<file path="src/rtl/lpw_pkg.sv">
// package: constants and carrier types for the led pwm with watchdog
package lpw_pkg;
   localparam int LPW_DUTY_W = 8;
   localparam int LPW_PRE_W = 12;
   localparam int LPW_WDT_W = 8;
   localparam int LPW_CTRL_W = 2;
   // period of one pwm cycle in prescaler ticks
   localparam int LPW_PERIOD_TICKS = 256;
   localparam logic [7:0] LPW_WDT_RESET_LOAD = 8'h14;
   localparam logic [1:0] LPW_CTRL_FULL_ON = 2'h3;
   localparam logic [1:0] LPW_CTRL_OFF = 2'h0;
   localparam logic [1:0] LPW_CTRL_PWM = 2'h2;
   localparam logic [1:0] LPW_CTRL_ON_ALT = 2'h1;
   localparam int LPW_WDT_UNIT_MS = 200;
   localparam int LPW_TICK_HZ = 5;
   localparam int LPW_CLK_HZ = 25000000;

   typedef struct packed {
      logic [1:0] control;
      logic useMainClk;
      logic [11:0] prescale;
      logic [7:0] watchdog_reload_value;
   } lpw_cfg_s;

   typedef struct packed {
      logic cfgWrite;
      logic dutyWrite;
      logic [7:0] duty;
   } lpw_wr_s;
endpackage

</file>
<file path="src/rtl/lpw_prescale.sv">
// prescaler: one tick per (prescale+1) source edges
`timescale 1ns/10ps
module lpw_prescale
   import lpw_pkg::*;
#(
   parameter int PRE_W = LPW_PRE_W
) (
   input wire logic sys_clk,
   input wire logic rst_b,
   input wire logic clkEn,
   input wire logic srcEdge,
   input wire logic [PRE_W-1:0] prescale,
   output logic tick
);
   logic [PRE_W-1:0] cnt;
   logic [PRE_W-1:0] next_cnt;
   logic next_tick;

   initial begin
      if (PRE_W < 1) begin
         $error("lpw_prescale: PRE_W must be positive");
      end
   end

   always_comb begin
      next_cnt = cnt;
      next_tick = 1'b0;
      if (srcEdge) begin
         if (cnt >= prescale) begin
            next_cnt = '0;
            next_tick = 1'b1;
         end else begin
            next_cnt = cnt + 1'b1;
         end
      end
   end

   always_ff @(posedge sys_clk or negedge rst_b) begin
      if (!rst_b) begin
         cnt <= '0;
         tick <= 1'b0;
      end else if (clkEn) begin
         cnt <= next_cnt;
         tick <= next_tick;
      end
   end
endmodule // lpw_prescale

</file>
<file path="src/rtl/lpw_watchdog.sv">
// watchdog: 8-bit down counter ticked at 5 hz with reload
`timescale 1ns/10ps
module lpw_watchdog
   import lpw_pkg::*;
#(
   parameter int WDT_W = LPW_WDT_W
) (
   input wire logic sys_clk,
   input wire logic rst_b,
   input wire logic clkEn,
   input wire logic active,
   input wire logic reload,
   input wire logic [WDT_W-1:0] reloadValue,
   input wire logic tick5,
   output logic [WDT_W-1:0] count,
   output logic terminal
);
   logic [WDT_W-1:0] next_count;
   logic next_terminal;

   initial begin
      if (WDT_W != LPW_WDT_W) begin
         $error("lpw_watchdog: counter must be 8 bits");
      end
   end

   always_comb begin
      next_count = count;
      next_terminal = 1'b0;
      if (reload) begin
         next_count = reloadValue;
      end else if (active && tick5 && count != '0) begin
         next_count = count - 1'b1;
         next_terminal = (count == WDT_W'(1));
      end
   end

   always_ff @(posedge sys_clk or negedge rst_b) begin
      if (!rst_b) begin
         count <= LPW_WDT_RESET_LOAD;
         terminal <= 1'b0;
      end else if (clkEn) begin
         count <= next_count;
         terminal <= next_terminal;
      end
   end
endmodule // lpw_watchdog

</file>
<file path="src/rtl/lpw_top.sv">
// top: led pwm / blink generator with general-purpose mode watchdog
`timescale 1ns/10ps
module lpw_top
   import lpw_pkg::*;
#(
   parameter int PRE_W = LPW_PRE_W
) (
   input wire logic sys_clk,
   input wire logic rst_b,
   input wire logic clkEn,
   input wire logic mainClkEdge,
   input wire logic slowClkPin,
   input wire logic tick5Pin,
   input wire lpw_cfg_s cfgIn,
   input wire lpw_wr_s wrIn,
   output lpw_cfg_s cfgOut,
   output logic [LPW_DUTY_W-1:0] duty,
   output logic [LPW_WDT_W-1:0] wdtCount,
   output logic wdtIrq,
   output logic pwmOut
);
   localparam int UNIT_MS = LPW_WDT_UNIT_MS;
   localparam int TICK_PERIOD_MS = 1000 / LPW_TICK_HZ;

   initial begin
      if (PRE_W != LPW_PRE_W || TICK_PERIOD_MS != UNIT_MS) begin
         $error("lpw_top: unsupported prescale width or tick period");
      end
   end

   // two-stage synchronisers for the pin-side clocks
   logic slowS1;
   logic slowS2;
   logic slowS3;
   logic tickS1;
   logic tickS2;
   logic tickS3;
   always_ff @(posedge sys_clk or negedge rst_b) begin
      if (!rst_b) begin
         slowS1 <= 1'b0;
         slowS2 <= 1'b0;
         slowS3 <= 1'b0;
         tickS1 <= 1'b0;
         tickS2 <= 1'b0;
         tickS3 <= 1'b0;
      end else if (clkEn) begin
         slowS1 <= slowClkPin;
         slowS2 <= slowS1;
         slowS3 <= slowS2;
         tickS1 <= tick5Pin;
         tickS2 <= tickS1;
         tickS3 <= tickS2;
      end
   end

   logic slowEdge;
   logic tick5;
   assign slowEdge = slowS2 & ~slowS3;
   // a stopped 5 hz clock simply produces no edges, so the counter holds
   assign tick5 = tickS2 & ~tickS3;

   // configuration and duty registers
   lpw_cfg_s cfg;
   lpw_cfg_s next_cfg;
   logic [LPW_DUTY_W-1:0] next_duty;
   logic wdtTerminal;
   logic wdtActive;

   assign wdtActive = cfg.useMainClk && cfg.watchdog_reload_value != '0;

   always_comb begin
      next_cfg = cfg;
      next_duty = duty;
      if (wrIn.cfgWrite) begin
         next_cfg = cfgIn;
      end
      if (wrIn.dutyWrite) begin
         next_duty = wrIn.duty;
      end
      // hardware forcing wins over a simultaneous software write
      if (wdtTerminal) begin
         next_cfg.control = LPW_CTRL_FULL_ON;
      end
   end

   always_ff @(posedge sys_clk or negedge rst_b) begin
      if (!rst_b) begin
         cfg <= '{control: LPW_CTRL_OFF, useMainClk: 1'b0, prescale: '0,
                  watchdog_reload_value: LPW_WDT_RESET_LOAD};
         duty <= '0;
      end else if (clkEn) begin
         cfg <= next_cfg;
         duty <= next_duty;
      end
   end
   assign cfgOut = cfg;

   // source select and prescaler
   logic srcEdge;
   logic pwmTick;
   assign srcEdge = cfg.useMainClk ? mainClkEdge : slowEdge;

   lpw_prescale #(.PRE_W(PRE_W)) u_pre (
      .sys_clk(sys_clk),
      .rst_b(rst_b),
      .clkEn(clkEn),
      .srcEdge(srcEdge),
      .prescale(cfg.prescale),
      .tick(pwmTick)
   );

   lpw_watchdog #(.WDT_W(LPW_WDT_W)) u_wdt (
      .sys_clk(sys_clk),
      .rst_b(rst_b),
      .clkEn(clkEn),
      .active(wdtActive),
      .reload(wrIn.cfgWrite | wrIn.dutyWrite),
      .reloadValue(wrIn.cfgWrite ? cfgIn.watchdog_reload_value : cfg.watchdog_reload_value),
      .tick5(tick5),
      .count(wdtCount),
      .terminal(wdtTerminal)
   );
   assign wdtIrq = wdtTerminal;

   // 256-step phase counter and output compare
   logic [LPW_DUTY_W-1:0] phase;
   logic [LPW_DUTY_W-1:0] next_phase;
   logic next_pwmOut;

   always_comb begin
      next_phase = phase;
      if (pwmTick) begin
         next_phase = phase + 1'b1;
      end
      case (cfg.control)
         LPW_CTRL_OFF: next_pwmOut = 1'b0;
         LPW_CTRL_PWM: next_pwmOut = phase < duty;
         LPW_CTRL_FULL_ON: next_pwmOut = 1'b1;
         default: next_pwmOut = 1'b1;
      endcase
   end

   always_ff @(posedge sys_clk or negedge rst_b) begin
      if (!rst_b) begin
         phase <= '0;
         pwmOut <= 1'b0;
      end else if (clkEn) begin
         phase <= next_phase;
         pwmOut <= next_pwmOut;
      end
   end

   // checks
   property p_reset_load;
      @(posedge sys_clk) $rose(rst_b) |-> wdtCount == LPW_WDT_RESET_LOAD;
   endproperty
   a_reset_load: assert property (p_reset_load) else $error("bad reset load");

   property p_reload;
      @(posedge sys_clk) disable iff (!rst_b)
         clkEn && wrIn.dutyWrite && !wrIn.cfgWrite |=> wdtCount == $past(cfg.watchdog_reload_value);
   endproperty
   a_reload: assert property (p_reload) else $error("no reload on duty write");

   property p_dec;
      @(posedge sys_clk) disable iff (!rst_b)
         clkEn && tick5 && wdtActive && wdtCount != 8'h00 && !wrIn.cfgWrite && !wrIn.dutyWrite
         |=> wdtCount == $past(wdtCount) - 8'h01;
   endproperty
   a_dec: assert property (p_dec) else $error("no decrement");

   property p_hold;
      @(posedge sys_clk) disable iff (!rst_b)
         clkEn && !tick5 && !wrIn.cfgWrite && !wrIn.dutyWrite |=> $stable(wdtCount);
   endproperty
   a_hold: assert property (p_hold) else $error("counter moved without tick");

   property p_force;
      @(posedge sys_clk) disable iff (!rst_b)
         clkEn && wdtTerminal |=> cfg.control == LPW_CTRL_FULL_ON ##2 pwmOut;
   endproperty
   a_force: assert property (p_force) else $error("not forced full on");

   property p_others;
      @(posedge sys_clk) disable iff (!rst_b)
         clkEn && wdtTerminal && !wrIn.cfgWrite && !wrIn.dutyWrite
         |=> $stable(cfg.prescale) && $stable(duty) && $stable(cfg.watchdog_reload_value);
   endproperty
   a_others: assert property (p_others) else $error("other field changed");

   property p_pulse;
      @(posedge sys_clk) disable iff (!rst_b) clkEn && wdtIrq |=> !wdtIrq;
   endproperty
   a_pulse: assert property (p_pulse) else $error("irq not a pulse");

   property p_disabled;
      @(posedge sys_clk) disable iff (!rst_b)
         clkEn && !wdtActive && !wrIn.cfgWrite && !wrIn.dutyWrite |=> !wdtIrq;
   endproperty
   a_disabled: assert property (p_disabled) else $error("irq while disabled");

   property p_duty;
      @(posedge sys_clk) disable iff (!rst_b)
         clkEn && $stable(cfg.control) && cfg.control == LPW_CTRL_PWM && duty == 8'h00 |=> !pwmOut;
   endproperty
   a_duty: assert property (p_duty) else $error("zero duty drove high");

   property p_cfg_reload;
      @(posedge sys_clk) disable iff (!rst_b)
         clkEn && wrIn.cfgWrite |=> wdtCount == $past(cfgIn.watchdog_reload_value);
   endproperty
   a_cfg_reload: assert property (p_cfg_reload) else $error("no reload on config write");

   property p_duty_take;
      @(posedge sys_clk) disable iff (!rst_b)
         clkEn && wrIn.dutyWrite |=> duty == $past(wrIn.duty);
   endproperty
   a_duty_take: assert property (p_duty_take) else $error("duty write not taken");

   property p_no_rise;
      @(posedge sys_clk) disable iff (!rst_b)
         clkEn && !wrIn.cfgWrite && !wrIn.dutyWrite |=> wdtCount <= $past(wdtCount);
   endproperty
   a_no_rise: assert property (p_no_rise) else $error("counter reloaded by itself");

   property p_zero_hold;
      @(posedge sys_clk) disable iff (!rst_b)
         clkEn && wdtCount == 8'h00 && !wrIn.cfgWrite && !wrIn.dutyWrite |=> wdtCount == 8'h00;
   endproperty
   a_zero_hold: assert property (p_zero_hold) else $error("zero counter moved");

   property p_irq_step;
      @(posedge sys_clk) disable iff (!rst_b)
         $rose(wdtIrq) |-> $past(wdtCount) == 8'h01 && wdtCount == 8'h00;
   endproperty
   a_irq_step: assert property (p_irq_step) else $error("irq without 1 to 0 step");

   property p_irq_active;
      @(posedge sys_clk) disable iff (!rst_b)
         $rose(wdtIrq) |-> $past(wdtActive);
   endproperty
   a_irq_active: assert property (p_irq_active) else $error("irq from inactive watchdog");

   property p_no_irq_idle;
      @(posedge sys_clk) disable iff (!rst_b)
         clkEn && wdtCount == 8'h00 && !wrIn.cfgWrite && !wrIn.dutyWrite |=> !wdtIrq;
   endproperty
   a_no_irq_idle: assert property (p_no_irq_idle) else $error("irq repeated at zero");

   property p_full_level;
      @(posedge sys_clk) disable iff (!rst_b)
         clkEn && cfg.control == LPW_CTRL_FULL_ON |=> pwmOut;
   endproperty
   a_full_level: assert property (p_full_level) else $error("full on not high");

   property p_force_stay;
      @(posedge sys_clk) disable iff (!rst_b)
         clkEn && cfg.control == LPW_CTRL_FULL_ON && !wrIn.cfgWrite |=> cfg.control == LPW_CTRL_FULL_ON;
   endproperty
   a_force_stay: assert property (p_force_stay) else $error("forced control lost");

   property p_phase;
      @(posedge sys_clk) disable iff (!rst_b)
         clkEn && pwmTick |=> phase == $past(phase) + 8'h01;
   endproperty
   a_phase: assert property (p_phase) else $error("phase did not step");

   property p_phase_hold;
      @(posedge sys_clk) disable iff (!rst_b)
         clkEn && !pwmTick |=> $stable(phase);
   endproperty
   a_phase_hold: assert property (p_phase_hold) else $error("phase moved without tick");

   property p_tick_src;
      @(posedge sys_clk) disable iff (!rst_b)
         $past(clkEn) && pwmTick |-> $past(srcEdge);
   endproperty
   a_tick_src: assert property (p_tick_src) else $error("tick without source edge");

   property p_freeze;
      @(posedge sys_clk) disable iff (!rst_b)
         !clkEn |=> $stable(cfg) && $stable(duty) && $stable(wdtCount) && $stable(pwmOut);
   endproperty
   a_freeze: assert property (p_freeze) else $error("state moved while frozen");

   c_irq: cover property (@(posedge sys_clk) disable iff (!rst_b) wdtIrq);
   c_tick: cover property (@(posedge sys_clk) disable iff (!rst_b) pwmTick && phase == 8'hff);
   c_high: cover property (@(posedge sys_clk) disable iff (!rst_b) pwmOut && cfg.control == LPW_CTRL_PWM);
   c_force: cover property (@(posedge sys_clk) disable iff (!rst_b)
      cfg.control == LPW_CTRL_FULL_ON && wdtCount == 8'h00);
   c_blink: cover property (@(posedge sys_clk) disable iff (!rst_b) pwmTick && !cfg.useMainClk);
endmodule // lpw_top

</file>
<file path="config.mk">
export PLATFORM = sky130hd
export DESIGN_NAME = lpw_top
export DESIGN_NICKNAME = d
export VERILOG_FILES = /design/src/rtl/lpw_pkg.sv /design/src/rtl/lpw_prescale.sv /design/src/rtl/lpw_watchdog.sv /design/src/rtl/lpw_top.sv
export SDC_FILE = /design/constraint.sdc
export NUM_CORES = 1
export LEC_CHECK = 0
export ABC_AREA = 1
export BUFFER_PORTS_ARGS = -buffer_cell sky130_fd_sc_hd__buf_2
export CAP_MARGIN = 40
export CORE_UTILIZATION = 40
export DETAILED_ROUTE_END_ITERATION = 8
export PLACE_DENSITY_LB_ADDON = 0.05
export SETUP_SLACK_MARGIN = 0.2
export SYNTH_ARGS = -nofsm -noshare
export SYNTH_HDL_FRONTEND = slang
export SYNTH_SLANG_ARGS = --single-unit
</file>
<file path="constraint.sdc">
create_clock -name sys_clk -period 1.6 [get_ports sys_clk]
set_input_delay 0 -clock sys_clk [delete_from_list [all_inputs] [get_ports sys_clk]]
set_output_delay 0 -clock sys_clk [all_outputs]
set_load 0.03 [all_outputs]
</file>
==> results.json <==
{
  "arrival_ns": 1.77,
  "gp_congestion": 0.839,
  "drt-initial-drc-count": 179,
  "antenna_cells": 0,
  "reg2reg_to": "u_pre.cnt[2]$_DFFE_PN0P_",
  "synth_cell_types": 31,
  "drt-total-wl_um": 9830,
  "netlist_instances": 488,
  "fin_crit_sh_pct": 96.5,
  "clk_pin_slew_ns": 0.08,
  "grt_max_degree": 69,
  "dieHeight_um": 100,
  "hpwl_um": 6590,
  "layout_common_cells": "97 x nand2_1, 79 x buf_2, 54 x inv_1",
  "worstReg2RegStart": "u_pre.cnt[10]$_DFFE_PN0P_",
  "antenna_found_initial": 0,
  "cts_sinks": 68,
  "port_buffers": 79,
  "cts_buffer_depth": 2,
  "power_leakage_nw": 2.84,
  "cp_max_fo": 5,
  "die_area_um2": 10000,
  "maxSlewViolCount": 0,
  "endpoint": "u_pre.cnt[2]$_DFFE_PN0P_",
  "grt_first_pass_wirelength_um": 16200,
  "synthToLayoutAreaGrowth_pct": 43.8,
  "slowest_delay_ns": 0.42,
  "reg2reg_slack_ns": 0.06,
  "vdd_drop_max_mv": 0.555,
  "ys_ff_latch": 68,
  "first_global_vias": 3492,
  "num_vias": 3641,
  "fin_skew_ns": 0.00733,
  "worstSetupStartpoint": "u_pre.cnt[10]$_DFFE_PN0P_",
  "via_per_inst": 4.74,
  "final_nets": 697,
  "crit_path_top_delay_cell": "dfrtp_1",
  "mostFrequentLayoutCell": "nand2_1",
  "insertion_delay_ns": 0.34,
  "wl_per_cell_um": 12.8,
  "drive_gt1_share_pct": 39.0,
  "track_usage_pct": 20.8,
  "overflow": 0,
  "slew-limit-headroom_pct": 65.4,
  "ant_nets": 0,
  "path_class": "flip-flop to flip-flop",
  "syn_area_per_cell_um2": 7.89,
  "totalPowerFinal_mw": 6.59,
  "status": "complete, no violations",
  "crit_chain": "ha_4 > nand2_4 > nor2_4 > nand2_2 > nor2_2 > nor2_2 > nand2_2 > nand2_4 > inv_8 > nor2_1",
  "rsz0062_at_grt": "true",
  "final_cells": 768,
  "worst_pin_slew_ns": 0.517,
  "drv_cap": 0,
  "initial_core_util_pct": 41.5,
  "cp-end-kind": "flip-flop",
  "min_from": "clkEn",
  "p_per_area_nw_per_um2": 1190,
  "setup-violations-final": 0,
  "hold_class": "input pin to flip-flop",
  "max_freq_mhz": 648,
  "die_w_um": 100,
  "synthesis.area_um2": 3850,
  "period_minus_slack_ns": 1.54,
  "cts_tree": "yes",
  "hold_viol_final": 0,
  "coreArea_um2": 9280,
  "clockRootBuffer": "clkbuf_8",
  "drc": 0,
  "dpl.cell_count": 696,
  "io_pins": 80,
  "cp-start-kind": "flip-flop",
  "ys_warn_count": 0,
  "numCtsBuffers": 9,
  "dr.pass1.iters": 5,
  "tns_ns": 0,
  "required_ns": 1.83,
  "rr_worst_depth": 10,
  "ys_seq_area_share_pct": 44.3,
  "ctsHtreeMaxLevel": 3,
  "rows": 35,
  "syn-num-nets": 551
}
==> worst min path at each step <==
stage	cells after the start	endpoint
global placement	2	u_wdt.count[3]$_DFFE_PN0P_
floorplan	0	cfgOut[0]$_DFFE_PN0P_
global route	3	slowS3$_DFFE_PN0P_
detailed placement	2	u_wdt.count[3]$_DFFE_PN0P_
finish	3	slowS3$_DFFE_PN0P_
CTS	3	slowS3$_DFFE_PN0P_
==> repair_timing <==
| action | 4_1_cts | 5_1_grt |
|---|---|---|
| pin swaps | 17 | 28 |
| hold endpoints to repair | 101 | 0 |
| gates cloned | 2 | 0 |
| endpoints found under the setup margin | 21 | 23 |
| gates resized for setup | 21 | 62 |
| hold buffers | 34 | 0 |
| buffers inserted | 9 | 11 |
==> logic make-up after synthesis <==
kind of cell	synth area share [%]
and+or+nand+nor	26.4
AOI/OAI and AO/OA	9.62
buffers and inverters	9.23
DFF	44.3
xor gates and xnor gates	2.05
muxes	0.585
adders and majority gates	7.80
==> sequential cells by signal, summed over array words and instances (netlist names) <==
register / cells
u_pre.tick: 1
tickS3: 1
duty: 8
u_pre.cnt: 12
tickS2: 1
slowS3: 1
pwmOut: 1
u_wdt.terminal: 1
u_wdt.count: 8
tickS1: 1
cfgOut: 23
phase: 8
slowS2: 1
slowS1: 1
==> layout make-up <==
type | count | area, µm²
flip-flops and latches | 68 | 1730
clock buffers | 12 | 165
inverters | 76 | 299
repair inverters | 1 | 11.3
multi-input cells | 334 | 2110
repair buffers | 144 | 996
well taps | 129 | 161
fillers | 899 | 3740
clock inverters | 4 | 70.1
==> metrics by stage <==
step	util (%)	hold slack, ns	worst slack [ns]	cell area [µm²]
detailed placement	48.8	0.0551	0.00708	4530
global placement	48.8	0.0577	0.0258	4530
CTS	56.5	0.0131	0.0936	5240
finish	59.7	0.0229	0.0568	5540
global route	59.7	0.0201	-0.0201	5540
floorplan	-	-0.296	0.0733	3940
==> critical path: cells and delay by family, from the launching register on <==
kind | cells | cell delay [ns]
buffers and inverters | 1 | 0.10
flip-flops | 1 | 0.42
adder cells (fa/ha/maj) | 1 | 0.29
AND/OR/NAND/NOR | 8 | 0.63
==> synthesized netlist by cell type (all sizes together) <==
| library cell | n | area (µm²) |
|---|---|---|
| a31oi | 2 | 12.5 |
| dfstp | 4 | 105 |
| clkbuf | 2 | 7.51 |
| nor2 | 58 | 248 |
| o21bai | 1 | 7.51 |
| xor2 | 7 | 61.3 |
| buf | 9 | 60.1 |
| inv | 74 | 278 |
| nand4 | 10 | 62.6 |
| nand2 | 125 | 502 |
| nand3 | 31 | 170 |
| nor3 | 4 | 35.0 |
| clkinv | 2 | 10.0 |
| xnor2 | 2 | 17.5 |
| a21oi | 35 | 179 |
| mux2 | 2 | 22.5 |
| dfrtp | 64 | 1600 |
| o21ai | 32 | 171 |
| ha | 24 | 300 |
==> power breakdown <==
| group | total (mW) | leakage (nW) | switching, mW | internal [mW] |
|---|---|---|---|---|
| Combinational | 2.55 | 1.91 | 1.48 | 1.07 |
| Clock | 1.66 | 0.122 | 0.659 | 1.00 |
| Sequential | 2.39 | 0.808 | 0.317 | 2.07 |
| Total | 6.59 | 2.84 | 2.45 | 4.14 |
==> per-layer routing <==
metal,vias up,global-route usage [%],share of wire [%],routed length (µm)
li1,1841,-,-,-
met1,1707,27.6,47,4580
met2,87,34.8,48,4720
met3,6,4.74,4.6,456
met4,0,4.68,0.80,79
met5,-,0,0,0
Power figures use the tool's default switching activity.
